===== config.mk =====
export PLATFORM = sky130hd
export DESIGN_NAME = tvm_layout
export DESIGN_NICKNAME = d
export VERILOG_FILES = /design/src/hw/tvm_pkg.sv /design/src/hw/tvm_layout.sv
export SDC_FILE = /design/constraint.sdc
export NUM_CORES = 1
export LEC_CHECK = 0
export ABC_AREA = 1
export BUFFER_PORTS_ARGS = -buffer_cell sky130_fd_sc_hd__clkbuf_2
export CAP_MARGIN = 20
export CORE_MARGIN = 8
export CORE_UTILIZATION = 61
export CTS_CLUSTER_DIAMETER = 50
export DETAILED_ROUTE_END_ITERATION = 10
export HOLD_SLACK_MARGIN = 0.15
export MAX_ROUTING_LAYER = met4
export PLACE_DENSITY_LB_ADDON = 0.3
export SYNTH_ARGS = -nofsm -noshare
export SYNTH_HDL_FRONTEND = slang
export SYNTH_SLANG_ARGS = --single-unit
export TNS_END_PERCENT = 20

===== constraint.sdc =====
create_clock -name pclk -period 5.2 [get_ports pclk]
set_input_delay 0.52 -clock pclk [delete_from_list [all_inputs] [get_ports pclk]]
set_output_delay 0.52 -clock pclk [all_outputs]
set_load 0.02 [all_outputs]

===== src/hw/tvm_pkg.sv =====
// Package: constants and types for the tiled volume mip layout block
package tvm_pkg;

   // ****************************************************************
   // Register map (byte addresses)
   // ****************************************************************
   localparam logic [11:0] TVM_OFF_CTRL = 12'h0000;
   localparam logic [11:0] TVM_OFF_FMT = 12'h0004;
   localparam logic [11:0] TVM_OFF_LEVEL = 12'h0008;
   localparam logic [11:0] TVM_OFF_BASE = 12'h000C;
   localparam logic [11:0] TVM_OFF_DESC = 12'h0010;
   localparam logic [11:0] TVM_OFF_FAULT = 12'h0014;
   localparam logic [11:0] TVM_OFF_POS = 12'h0018;
   localparam logic [11:0] TVM_OFF_ALIGN = 12'h001C;
   localparam logic [11:0] TVM_OFF_UNIT = 12'h0020;
   localparam logic [11:0] TVM_OFF_STAT = 12'h0024;

   // ****************************************************************
   // Field positions
   // ****************************************************************
   localparam int TVM_CTRL_TR_LSB = 0;   // tiled_resource_field, 2 bits
   localparam int TVM_CTRL_TILE_BIT = 2; // 1 = small_tile_mode
   localparam int TVM_FMT_BPE_LSB = 0;   // element width code, 3 bits
   localparam int TVM_FMT_SRC_LSB = 4;   // surface source, 2 bits
   localparam int TVM_FMT_CLS_LSB = 8;   // format class, 3 bits
   localparam int TVM_FMT_FW_LSB = 12;   // block_footprint_width, 4 bits
   localparam int TVM_FMT_FH_LSB = 16;   // block_footprint_height, 4 bits
   localparam int TVM_LVL_CUR_LSB = 0;   // level asked for, 4 bits
   localparam int TVM_LVL_FIRST_LSB = 8; // tail_first_level, 4 bits
   localparam int TVM_BASE_U_LSB = 0;    // w1, 16 bits
   localparam int TVM_BASE_V_LSB = 16;   // h0+h2+..+h(S-1), 16 bits
   localparam int TVM_DESC_I_LSB = 0;    // descriptor align i, 8 bits
   localparam int TVM_DESC_J_LSB = 8;    // descriptor align j, 8 bits

   // ****************************************************************
   // Reset values
   // ****************************************************************
   localparam logic [31:0] TVM_RST_CTRL = 32'h0000_0000;
   localparam logic [31:0] TVM_RST_FMT = 32'h0000_0002;
   localparam logic [31:0] TVM_RST_LEVEL = 32'h0000_0000;
   localparam logic [31:0] TVM_RST_BASE = 32'h0000_0000;
   localparam logic [31:0] TVM_RST_DESC = 32'h0000_0404;

   // ****************************************************************
   // Encodings
   // ****************************************************************
   localparam logic [1:0] TVM_NO_TILED_RESOURCE = 2'h0;
   localparam logic [2:0] TVM_BPE_8 = 3'h0;
   localparam logic [2:0] TVM_BPE_16 = 3'h1;
   localparam logic [2:0] TVM_BPE_32 = 3'h2;
   localparam logic [2:0] TVM_BPE_64 = 3'h3;
   localparam logic [2:0] TVM_BPE_128 = 3'h4;
   localparam logic [3:0] TVM_SMALL_SLOT_SHIFT = 4'h4;

   typedef enum logic [1:0] {
      TVM_SRC_DESCRIPTOR = 2'h0,
      TVM_SRC_DEPTH = 2'h1,
      TVM_SRC_STENCIL = 2'h2
   } tvm_src_e;

   typedef enum logic [2:0] {
      TVM_CLS_OTHER = 3'h0,
      TVM_CLS_BLOCK = 3'h1,   // block_compressed / ericsson_style / alpha
      TVM_CLS_LEGACY = 3'h2,  // legacy_block_format
      TVM_CLS_ADAPTIVE = 3'h3,// adaptive_block_format
      TVM_CLS_DEPTH16 = 3'h4  // sixteen_bit_depth_format
   } tvm_cls_e;

   typedef enum logic [2:0] {
      TVM_ST_IDLE = 3'b001,
      TVM_ST_CALC = 3'b010,
      TVM_ST_DONE = 3'b100
   } tvm_state_e;

endpackage : tvm_pkg


===== src/hw/tvm_layout.sv =====
// Top: mip tail placement, volume alignment and alignment unit lookups
`timescale 1ns/1ps

module tvm_layout (
   input wire logic pclk,
   input wire logic presetn,
   input wire logic psel,
   input wire logic penable,
   input wire logic pwrite,
   input wire logic [11:0] paddr,
   input wire logic [31:0] pwdata,
   input wire logic [3:0] pstrb,
   output logic [31:0] prdata,
   output logic pready,
   output logic pslverr,
   input wire logic fetch_valid,
   input wire logic fetch_unmapped,
   output logic xlate_error_r
);
   import tvm_pkg::*;

   // ****************************************************************
   // Registers
   // ****************************************************************
   logic [31:0] ctrl_r, fmt_r, level_r, base_r, desc_r;
   logic [31:0] pos_r, align_r, unit_r;
   logic fault_r;
   logic sup_err_r;
   logic tail_r;
   tvm_state_e state_r;
   logic fetch_valid_m, fetch_valid_s, unmapped_m, unmapped_s;

   logic wr_en, rd_en, addr_ok;
   assign wr_en = psel && penable && pwrite;
   assign rd_en = psel && penable && !pwrite;
   assign pready = 1'b1;
   assign addr_ok = (paddr[1:0] == 2'b00) && (paddr <= TVM_OFF_STAT);
   assign pslverr = psel && penable && !addr_ok;

   function automatic logic [31:0] merge(input logic [31:0] old,
                                         input logic [31:0] val,
                                         input logic [3:0] be);
      logic [31:0] res;
      res = old;
      for (int b = 0; b < 4; b++) begin
         if (be[b]) begin
            res[b*8 +: 8] = val[b*8 +: 8];
         end
      end
      return res;
   endfunction : merge

   always_ff @(posedge pclk or negedge presetn) begin
      if (!presetn) begin
         ctrl_r <= TVM_RST_CTRL;
         fmt_r <= TVM_RST_FMT;
         level_r <= TVM_RST_LEVEL;
         base_r <= TVM_RST_BASE;
         desc_r <= TVM_RST_DESC;
      end else if (wr_en) begin
         if (paddr == TVM_OFF_CTRL) begin
            ctrl_r <= merge(ctrl_r, pwdata, pstrb);
         end else if (paddr == TVM_OFF_FMT) begin
            fmt_r <= merge(fmt_r, pwdata, pstrb);
         end else if (paddr == TVM_OFF_LEVEL) begin
            level_r <= merge(level_r, pwdata, pstrb);
         end else if (paddr == TVM_OFF_BASE) begin
            base_r <= merge(base_r, pwdata, pstrb);
         end else if (paddr == TVM_OFF_DESC) begin
            desc_r <= merge(desc_r, pwdata, pstrb);
         end
      end
   end

   // ****************************************************************
   // Field extraction
   // ****************************************************************
   logic [1:0] tiled_resource_field;
   logic small_tile_mode;
   logic [2:0] bpe;
   logic [1:0] src;
   logic [2:0] cls;
   logic [3:0] fw, fh, cur_lvl, tail_first_level;
   assign tiled_resource_field = ctrl_r[TVM_CTRL_TR_LSB +: 2];
   assign small_tile_mode = ctrl_r[TVM_CTRL_TILE_BIT];
   assign bpe = fmt_r[TVM_FMT_BPE_LSB +: 3];
   assign src = fmt_r[TVM_FMT_SRC_LSB +: 2];
   assign cls = fmt_r[TVM_FMT_CLS_LSB +: 3];
   assign fw = fmt_r[TVM_FMT_FW_LSB +: 4];
   assign fh = fmt_r[TVM_FMT_FH_LSB +: 4];
   assign cur_lvl = level_r[TVM_LVL_CUR_LSB +: 4];
   assign tail_first_level = level_r[TVM_LVL_FIRST_LSB +: 4];

   // ****************************************************************
   // Slot offset table, large-tile slot numbering
   // ****************************************************************
   // Packed {u,v,r} 8 bits each; one row per slot, five widths
   function automatic logic [23:0] slot_ofs(input logic [3:0] slot,
                                            input logic [2:0] w);
      logic [23:0] o;
      logic n;
      o = 24'h00_0000;
      n = (w == TVM_BPE_16) || (w == TVM_BPE_8);
      case (slot)
         4'd0: o = (w == TVM_BPE_128) ? 24'h08_0000 :
                   (w == TVM_BPE_8) ? 24'h20_0000 : 24'h10_0000;
         4'd1: o = (w >= TVM_BPE_64) ? 24'h00_0800 : 24'h00_1000;
         4'd2: o = n ? 24'h00_0010 : 24'h00_0008;
         4'd3: o = (w == TVM_BPE_128) ? 24'h04_0000 :
                   (w == TVM_BPE_8) ? 24'h10_0000 : 24'h08_0000;
         4'd4: o = (w >= TVM_BPE_64) ? 24'h00_0400 : 24'h00_0800;
         4'd5: o = n ? 24'h00_0008 : 24'h00_0004;
         4'd6: o = (w == TVM_BPE_128) ? 24'h03_0000 :
                   (w == TVM_BPE_64) ? 24'h06_0000 :
                   (w == TVM_BPE_32) ? 24'h04_0400 : 24'h00_0404;
         4'd7: o = (w == TVM_BPE_128) ? 24'h02_0000 :
                   (w == TVM_BPE_64) ? 24'h04_0000 : 24'h00_0400;
         4'd8, 4'd9, 4'd10, 4'd11: begin
            o[7:0] = 8'(4'd11 - slot);
            if (n) begin
               o[7:0] = 8'(4'd15 - slot);
            end else if (w == TVM_BPE_128) begin
               o[23:16] = 8'h01;
            end else if (w == TVM_BPE_64) begin
               o[23:16] = 8'h02;
            end else begin
               o[23:16] = 8'h04;
            end
         end
         default: o = {16'h0000, 8'(4'd15 - slot)};
      endcase
      return o;
   endfunction : slot_ofs

   // ****************************************************************
   // Alignment lookups
   // ****************************************************************
   // Packed {h,v,d} 8 bits each
   function automatic logic [23:0] vol_align(input logic sm,
                                             input logic [2:0] w);
      logic [23:0] a;
      a = 24'h00_0000;
      if (!sm) begin
         case (w)
            TVM_BPE_128: a = 24'h10_1010;
            TVM_BPE_64: a = 24'h20_1010;
            TVM_BPE_32: a = 24'h20_2010;
            TVM_BPE_16: a = 24'h20_2020;
            TVM_BPE_8: a = 24'h40_2020;
            default: a = 24'h00_0000;
         endcase
      end else begin
         case (w)
            TVM_BPE_128: a = 24'h04_0808;
            TVM_BPE_64: a = 24'h08_0808;
            TVM_BPE_32: a = 24'h08_1008;
            TVM_BPE_16: a = 24'h08_1010;
            TVM_BPE_8: a = 24'h10_1010;
            default: a = 24'h00_0000;
         endcase
      end
      return a;
   endfunction : vol_align

   logic bpe_ok;
   assign bpe_ok = (bpe <= TVM_BPE_128);

   // ****************************************************************
   // Alignment unit
   // ****************************************************************
   logic [15:0] unit_nxt;
   always_comb begin
      unit_nxt = desc_r[15:0];
      if (src == TVM_SRC_DEPTH) begin
         unit_nxt = (cls == TVM_CLS_DEPTH16) ? 16'h0408 : 16'h0404;
      end else if (src == TVM_SRC_STENCIL) begin
         unit_nxt = 16'h0808;
      end else if (cls == TVM_CLS_BLOCK) begin
         unit_nxt = 16'h0404;
      end else if (cls == TVM_CLS_LEGACY) begin
         unit_nxt = 16'h0408;
      end else if (cls == TVM_CLS_ADAPTIVE) begin
         unit_nxt = {2'b00, fh, 2'b00, 4'h0, fw};
      end
   end

   // ****************************************************************
   // Position computation
   // ****************************************************************
   // Software supplies the tail base; level sizes are not visible here
   logic in_tail_nxt;
   logic [3:0] rel_lvl, slot_nxt;
   logic [23:0] ofs_nxt;
   logic [31:0] pos_nxt;
   logic slot_err_nxt;
   always_comb begin
      in_tail_nxt = (tiled_resource_field != TVM_NO_TILED_RESOURCE) &&
                    (cur_lvl >= tail_first_level);
      rel_lvl = cur_lvl - tail_first_level;
      // Small tile has no slots 0-3; slots shift up by four in lookup
      slot_nxt = small_tile_mode ? rel_lvl + TVM_SMALL_SLOT_SHIFT
                                 : rel_lvl;
      slot_err_nxt = small_tile_mode && (rel_lvl > 4'd11);
      ofs_nxt = slot_ofs(slot_nxt, bpe);
      // No table row for unsupported widths: stay at the tail base
      if (!bpe_ok) begin
         ofs_nxt = 24'h00_0000;
      end
      // Offsets are to the front upper left of each slot
      pos_nxt = base_r;
      if (in_tail_nxt) begin
         pos_nxt[15:0] = base_r[15:0] + {8'h00, ofs_nxt[23:16]};
         pos_nxt[31:16] = base_r[31:16] + {8'h00, ofs_nxt[15:8]};
      end
   end

   // ****************************************************************
   // Settle sequencer
   // ****************************************************************
   // One-cycle settle so all reads see a consistent result set
   always_ff @(posedge pclk or negedge presetn) begin
      if (!presetn) begin
         state_r <= TVM_ST_IDLE;
      end else begin
         case (state_r)
            TVM_ST_IDLE: state_r <= TVM_ST_CALC;
            TVM_ST_CALC: state_r <= TVM_ST_DONE;
            TVM_ST_DONE: state_r <= wr_en ? TVM_ST_CALC : TVM_ST_DONE;
            default: state_r <= TVM_ST_IDLE;
         endcase
      end
   end

   // ****************************************************************
   // Result registers
   // ****************************************************************
   // Recomputed every cycle; a write only restarts the done flag
   always_ff @(posedge pclk or negedge presetn) begin
      if (!presetn) begin
         pos_r <= 32'h0000_0000;
         align_r <= 32'h0000_0000;
         unit_r <= 32'h0000_0000;
         tail_r <= 1'b0;
         sup_err_r <= 1'b0;
      end else begin
         pos_r <= pos_nxt;
         tail_r <= in_tail_nxt;
         // Depth of the slot in bits 31:24 of the alignment word
         align_r <= {(in_tail_nxt ? ofs_nxt[7:0] : 8'h00),
                     vol_align(small_tile_mode, bpe)};
         unit_r <= {16'h0000, unit_nxt};
         sup_err_r <= !bpe_ok || (in_tail_nxt && slot_err_nxt);
      end
   end

   // ****************************************************************
   // Translation fault on overfetch
   // ****************************************************************
   // Valid and unmapped share one synchroniser depth so they stay paired
   always_ff @(posedge pclk or negedge presetn) begin
      if (!presetn) begin
         fetch_valid_m <= 1'b0;
         fetch_valid_s <= 1'b0;
         unmapped_m <= 1'b0;
         unmapped_s <= 1'b0;
      end else begin
         fetch_valid_m <= fetch_valid;
         fetch_valid_s <= fetch_valid_m;
         unmapped_m <= fetch_unmapped;
         unmapped_s <= unmapped_m;
      end
   end

   // Set wins over a write-one clear in the same cycle
   always_ff @(posedge pclk or negedge presetn) begin
      if (!presetn) begin
         fault_r <= 1'b0;
      end else if (fetch_valid_s && unmapped_s) begin
         fault_r <= 1'b1;
      end else if (wr_en && paddr == TVM_OFF_FAULT && pstrb[0] &&
                   pwdata[0]) begin
         fault_r <= 1'b0;
      end
   end
   assign xlate_error_r = fault_r;

   // ****************************************************************
   // Read mux
   // ****************************************************************
   // Combinational so reads answer with zero wait states; trades a
   // register stage on read data for a simpler bus
   always_comb begin
      prdata = 32'h0000_0000;
      if (rd_en) begin
         if (paddr == TVM_OFF_CTRL) begin
            prdata = ctrl_r;
         end else if (paddr == TVM_OFF_FMT) begin
            prdata = fmt_r;
         end else if (paddr == TVM_OFF_LEVEL) begin
            prdata = level_r;
         end else if (paddr == TVM_OFF_BASE) begin
            prdata = base_r;
         end else if (paddr == TVM_OFF_DESC) begin
            prdata = desc_r;
         end else if (paddr == TVM_OFF_FAULT) begin
            prdata = {31'h0000_0000, fault_r};
         end else if (paddr == TVM_OFF_POS) begin
            prdata = pos_r;
         end else if (paddr == TVM_OFF_ALIGN) begin
            prdata = align_r;
         end else if (paddr == TVM_OFF_UNIT) begin
            prdata = unit_r;
         end else if (paddr == TVM_OFF_STAT) begin
            prdata = {26'h000_0000, state_r, sup_err_r, tail_r,
                      state_r == TVM_ST_DONE};
         end
      end
   end

endmodule : tvm_layout


Word level (Yosys, flattened, before mapping)
Index checks and enable logic that the tools add are counted.
{"block": "word_totals", "input_bits": 55, "ff_bits": 250, "output_inout_bits": 35}
{"block": "classes", "addsub": 6, "muxes": 48, "n_eq_ne": 33, "n_reduce_logical": 44, "magnitude_cmp": 5, "bitwise_logic": 4}
{"cell": "32-bit 2-to-1 mux", "count": 10}
{"cell": "8-bit one-hot mux with 9 select lines", "count": 2}
{"cell": "23-bit one-hot mux with 5 select lines", "count": 1}
{"cell": "21-bit one-hot mux with 5 select lines", "count": 1}
{"cell": "16-bit 2-to-1 mux", "count": 6}
{"cell": "19-bit 2-to-1 mux", "count": 5}
{"cell": "8-bit one-hot mux with 8 select lines", "count": 1}
{"cell": "12-bit by 5-bit == test with 1-bit output, second input constant", "count": 4}
{"cell": "24-bit 2-to-1 mux", "count": 2}
{"cell": "22-bit 2-to-1 mux", "count": 2}
{"cell": "21-bit 2-to-1 mux", "count": 2}
{"cell": "16-bit by 8-bit adder with 16-bit output", "count": 2}
{"cell": "8-bit 2-to-1 mux", "count": 4}
{"cell": "7-bit AND reduction", "count": 4}
{"cell": "12-bit by 4-bit == test with 1-bit output, second input constant", "count": 2}
{"cell": "12-bit by 6-bit == test with 1-bit output, second input constant", "count": 2}
{"cell": "6-bit AND reduction", "count": 4}
{"cell": "5-bit AND reduction", "count": 4}
{"cell": "4-bit by 3-bit == test with 1-bit output, second input constant", "count": 4}
{"cell": "4-bit == test, second input constant", "count": 4}
{"cell": "4-bit AND reduction", "count": 4}
{"cell": "3-bit by 2-bit == test with 1-bit output, second input constant", "count": 5}
{"cell": "13-bit 2-to-1 mux", "count": 1}
{"cell": "12-bit by 3-bit == test with 1-bit output, second input constant", "count": 1}
{"cell": "other kinds (32)", "count": 63}

Depth between registers and ports, before layout
{"block": "logic_depth", "word_depth": 12, "mapped_depth": 28}

Worst setup path before layout
Ideal clock, no wire load.
{"block": "synth_timing", "path_type": "register to register", "from": "register level_r[0]", "to": "register pos_r[30]", "required_time_ns": 5.077, "arrival_ns": 3.828, "setup_slack_ns": 1.249, "synth_period_minus_slack_ns": 3.951, "stages_incl_launch_ff": 23, "setup_time_ns": 0.123, "path_cell_list": "dfrtp_1 inv_1 ha_1 inv_1 fa_1 xnor2_1 nor2_1 inv_1 or2_2 nand2_1 ha_1 inv_1 nor3_1 o21ai_0 a21oi_1 ha_1 inv_1 fa_1 o21ai_0 nand3_1 nor3_1 nand3_1 xor2_1"}
{"block": "synth_via", "elab_chain_len": 8}
{"element": "start, declared", "line_no": "tvm_layout.sv:25", "rtl": "logic [31:0] ctrl_r, fmt_r, level_r, base_r, desc_r;"}
{"element": "start signal, assigned", "line_no": "tvm_layout.sv:66", "rtl": "level_r <= merge(level_r, pwdata, pstrb);"}
{"element": "4-bit subtractor", "line_no": "tvm_layout.sv:199", "rtl": "rel_lvl = cur_lvl - tail_first_level;"}
{"element": "4-bit by 3-bit adder with 4-bit output", "line_no": "tvm_layout.sv:201", "rtl": "slot_nxt = small_tile_mode ? rel_lvl + TVM_SMALL_SLOT_SHIFT"}
{"element": "4-bit 2-to-1 mux", "line_no": "tvm_layout.sv:201"}
{"element": "4-bit by 3-bit == test with 1-bit output, or another cell as far along", "line_no": "tvm_layout.sv:104", "rtl": "case (slot)"}
{"element": "8-bit one-hot mux with 8 select lines", "line_no": "tvm_layout.sv:104"}
{"element": "24-bit 2-to-1 mux", "line_no": "tvm_layout.sv:206", "rtl": "if (!bpe_ok) begin"}
{"element": "16-bit by 8-bit adder with 16-bit output", "line_no": "tvm_layout.sv:213", "rtl": "pos_nxt[31:16] = base_r[31:16] + {8'h00, ofs_nxt[15:8]};"}
{"element": "32-bit 2-to-1 mux *", "line_no": "tvm_layout.sv:211", "rtl": "if (in_tail_nxt) begin"}
{"element": "named net pos_nxt[30]", "line_no": "tvm_layout.sv:194", "rtl": "logic [31:0] pos_nxt;"}
{"element": "end signal, assigned", "line_no": "tvm_layout.sv:246", "rtl": "pos_r <= pos_nxt;"}
{"element": "end, declared", "line_no": "tvm_layout.sv:26", "rtl": "logic [31:0] pos_r, align_r, unit_r;"}
Mark *: on every way through the listed nets, which the timed path passes. The rest lies on a longest branch.
A chain may end at the register's enable or synchronous reset.

Final worst setup path
{"block": "layout_timing", "from": "register level_r[0]", "to": "register pos_r[26]"}
Same word-level chain as after synthesis.

==> impl_results.md <==
* Ys Warns at 0
* Placed cells at 1788
* Max FO, Critical Path at 4
* EDFF count, synth at 0
* Clock buffer depth at 3
* Ant. Diodes at 0
* FP Rows at 51
* CTS buffer count at 28
* First-pass iteration count of the detailed router at 6
* Layout cells sized above 1 at 12.64%
* First-pass GRT wire length at 57640 microns
* Skew-Pair Late Insertion Delay at 0.55 ns
* Setup Buffers After CTS at 0
* Register area share after synthesis at 48.90%
* Clock skew at 0.02567 ns
* Gate Count Post-Synth at 1487
* Synth area leaders: dfrtp_1 (48%), nand2_1 (11%), o21ai_1 (5.2%), o21ai_0 (5.1%), a21oi_1 (4.6%)
* Placed wire-length estimate at 24890 microns
* H-tree depth at 1
* Die height at 156.5 microns
* Peak VDD IR at 0.2934 mV
* Slew Limit Fails at 0
* TritonCTS clock tree: done
* Clock transition at the registers of the reported paths at 0.06 ns
* Asr flop ratio synth at 100.0%
* Cell area power density at 287.9 nW/um^2
* Worst hold-check path type: in2reg
* Top cell type's share of synthesized area at 48.02%
* Final Hold Vio Count at 0
* Vias in the first global route at 10780
* GR Overflow Total at 0
* Area grow syn2layout at 11.59%
* Setup CP Type: reg2reg
* Max Cap Viol at 0
* Yosys top cell by area: dfrtp_1
* Total Power at 0.003867 W
* Synth Register Bits at 235
* Measured slew at the worst slew-check pin at 1.000 ns
* Vias per cell at 5.958
* CTS Sinks at 235
* Clk root buf: clkbuf_16
* Cell area after synthesis at 12040 sq um
* Final TNS setup at 0 ns
* Core Footprint at 19400 sq um
* Crit share post-route at 88.38%
* Unrepaired setup endpoints after global routing: no
* Startpoint types: flop
* GPL Wtd Cong at 0.9442
* Reg2reg setup slack at 0.60 ns
* Routed WL at 36870 microns
* Total GRT Usage at 31.16%
* Clock period minus worst slack at 4.596 ns
* Most used DFF post-synth: dfrtp_1
* Synth cell types at 50
* Mapped Avg Cell Area at 8.095 sq um
* Count of input and output buffers at 88
* P_leak at 6.527 nW
* Final setup fails at 0
* WL/cell at 20.05 microns
* Die area at 24480 sq um
* Final ANT Viol Nets at 0
* Via count at 10960
* Syn nets at 1562
* Worst endpoint required time at 5.64 ns
* DRC Markers at 0
* Starting density of the core at 62.05%
* Die width at 156.5 microns
* Status: complete, no violations
* Final nets at 1631
* Relative slew slack at 33.21%
* Worst Path Arrival at 5.04 ns
* Finished Layout Cells at 1839
* Iteration-0 DRC Markers at 1152
* Largest net degree at the start of global routing at 95
* Achievable Freq at 0.2176 GHz
* CP Capture Type: flop
* I/O pins at 90
* Initial antenna violation count at 0
layout by cell type, fill, tap and decap left out, types with 28 or more instances in the layout:
cell	n
a21oi_1	110
clkbuf_16	28
clkbuf_2	87
dfrtp_1	231
inv_1	124
nand2_1	362
nand3_1	56
nor2_1	106
o21ai_0	122
o21ai_1	126
Yosys cell counts (17+ instances only):
library cell / n
nor3_1: 18
inv_1: 124
dfrtp_1: 231
a21oi_1: 110
buf_2: 23
o21ai_1: 126
nand3_1: 56
nand2_1: 362
nor2_1: 107
ha_1: 17
nand2_2: 17
o21ai_0: 122
flip-flops by register name, indices dropped and copies added, names as in the netlist:
name and cells:
align_r 17, base_r 32, ctrl_r 32, desc_r 32, fetch_valid_m 1, fetch_valid_s 1
fmt_r 32, level_r 32, pos_r 32, state_r 3, sup_err_r 1, tail_r 1
unit_r 16, unmapped_m 1, unmapped_s 1, xlate_error_r 1
final cells by class:
cell class              instances  area (sq um)
repair buffers                 99         540.5
fillers                      1618          5967
well taps                     265         331.6
inverters                     139         524.3
clock inverters                 9         93.84
clock buffers                  39         782.0
multi-input cells            1053          5274
flip-flops and latches        235          5886
per-stage QoR:
| stage | hold WS (ns) | setup WS (ns) | instance area, sq um | util, % |
|---|---|---|---|---|
| 3_5_place_dp | 0.3347 | 0.7229 | 12530 | 64.57 |
| 3_3_place_gp | 0.3345 | 0.8307 | 12530 | 64.57 |
| 4_1_cts | 0.2877 | 0.6927 | 13430 | 69.24 |
| 5_1_grt | 0.3130 | 0.2759 | 13430 | 69.24 |
| 2_1_floorplan | 0.2244 | 1.249 | 12040 | - |
| 6_report | 0.2838 | 0.6044 | 13430 | 69.24 |
worst paths after layout:
path,depth (start not counted),startpoint,to
min reg2reg,0,fetch_valid_m$_DFF_PN0_,fetch_valid_s$_DFF_PN0_
min in group asynchronous,2,presetn,desc_r[31]$_DFFE_PN0P_
max reg2reg,22,level_r[0]$_DFFE_PN0P_,pos_r[26]$_DFF_PN0_
max in group asynchronous,3,presetn,unmapped_m$_DFF_PN0_
min,3,pwdata[5],base_r[5]$_DFFE_PN0P_
max,22,level_r[0]$_DFFE_PN0P_,pos_r[26]$_DFF_PN0_
cells by family (layout without fill, tap and decap cells):
| group | Yosys count | in the layout | share of synthesized area [%] |
|---|---|---|---|
| and+or+nand+nor | 614 | 614 | 22.73 |
| buffers and inverters | 199 | 286 | 7.349 |
| xor gates and xnor gates | 22 | 22 | 1.601 |
| adders and majority gates | 20 | 20 | 2.266 |
| AOI/OAI and AO/OA | 396 | 396 | 17.12 |
| DFF | 235 | 235 | 48.90 |
| other | 1 | 1 | 0.03116 |
power breakdown:
| group | total, W | leakage [nW] | switching [W] | internal (W) |
|---|---|---|---|---|
| Combinational | 0.000148 | 2.87 | 0.000108 | 0.0000398 |
| Clock | 0.00186 | 0.424 | 0.000765 | 0.00110 |
| Sequential | 0.00186 | 3.24 | 0.0000126 | 0.00185 |
| Total | 0.00387 | 6.53 | 0.000886 | 0.00298 |
metal layers:
metal / vias up / track usage (%) / wire length [microns]
met5: - / - / 0
met4: 0 / 14.23 / 1767
met3: 130 / 4.275 / 2889
met2: 534 / 51.92 / 18150
met1: 5256 / 37.23 / 14050
li1: 5037 / - / -
worst max-delay path: stages (launching register included):
cell and delay [ns]:
dfrtp_1 0.39, inv_1 0.06, ha_1 0.13, inv_1 0.06
fa_1 0.40, xnor2_1 0.16, nor2_1 0.09, inv_1 0.06
or2_2 0.30, nand2_1 0.12, ha_1 0.24, inv_1 0.09
nor3_1 0.27, o21ai_0 0.15, a21oi_1 0.23, ha_1 0.18
inv_1 0.07, fa_1 0.40, o21ai_0 0.27, nand3_1 0.16
nor3_1 0.38, a21oi_1 0.13, a21oi_1 0.17
repair_timing:
| item | CTS | global route |
|---|---|---|
| endpoints found under the hold margin | 92 | 0 |
| hold buffers | 3 | 0 |
| setup endpoints to repair | 0 | 0 |
| resized for setup | 0 | 0 |
No activity file was read; power rests on OpenSTA's default activity.
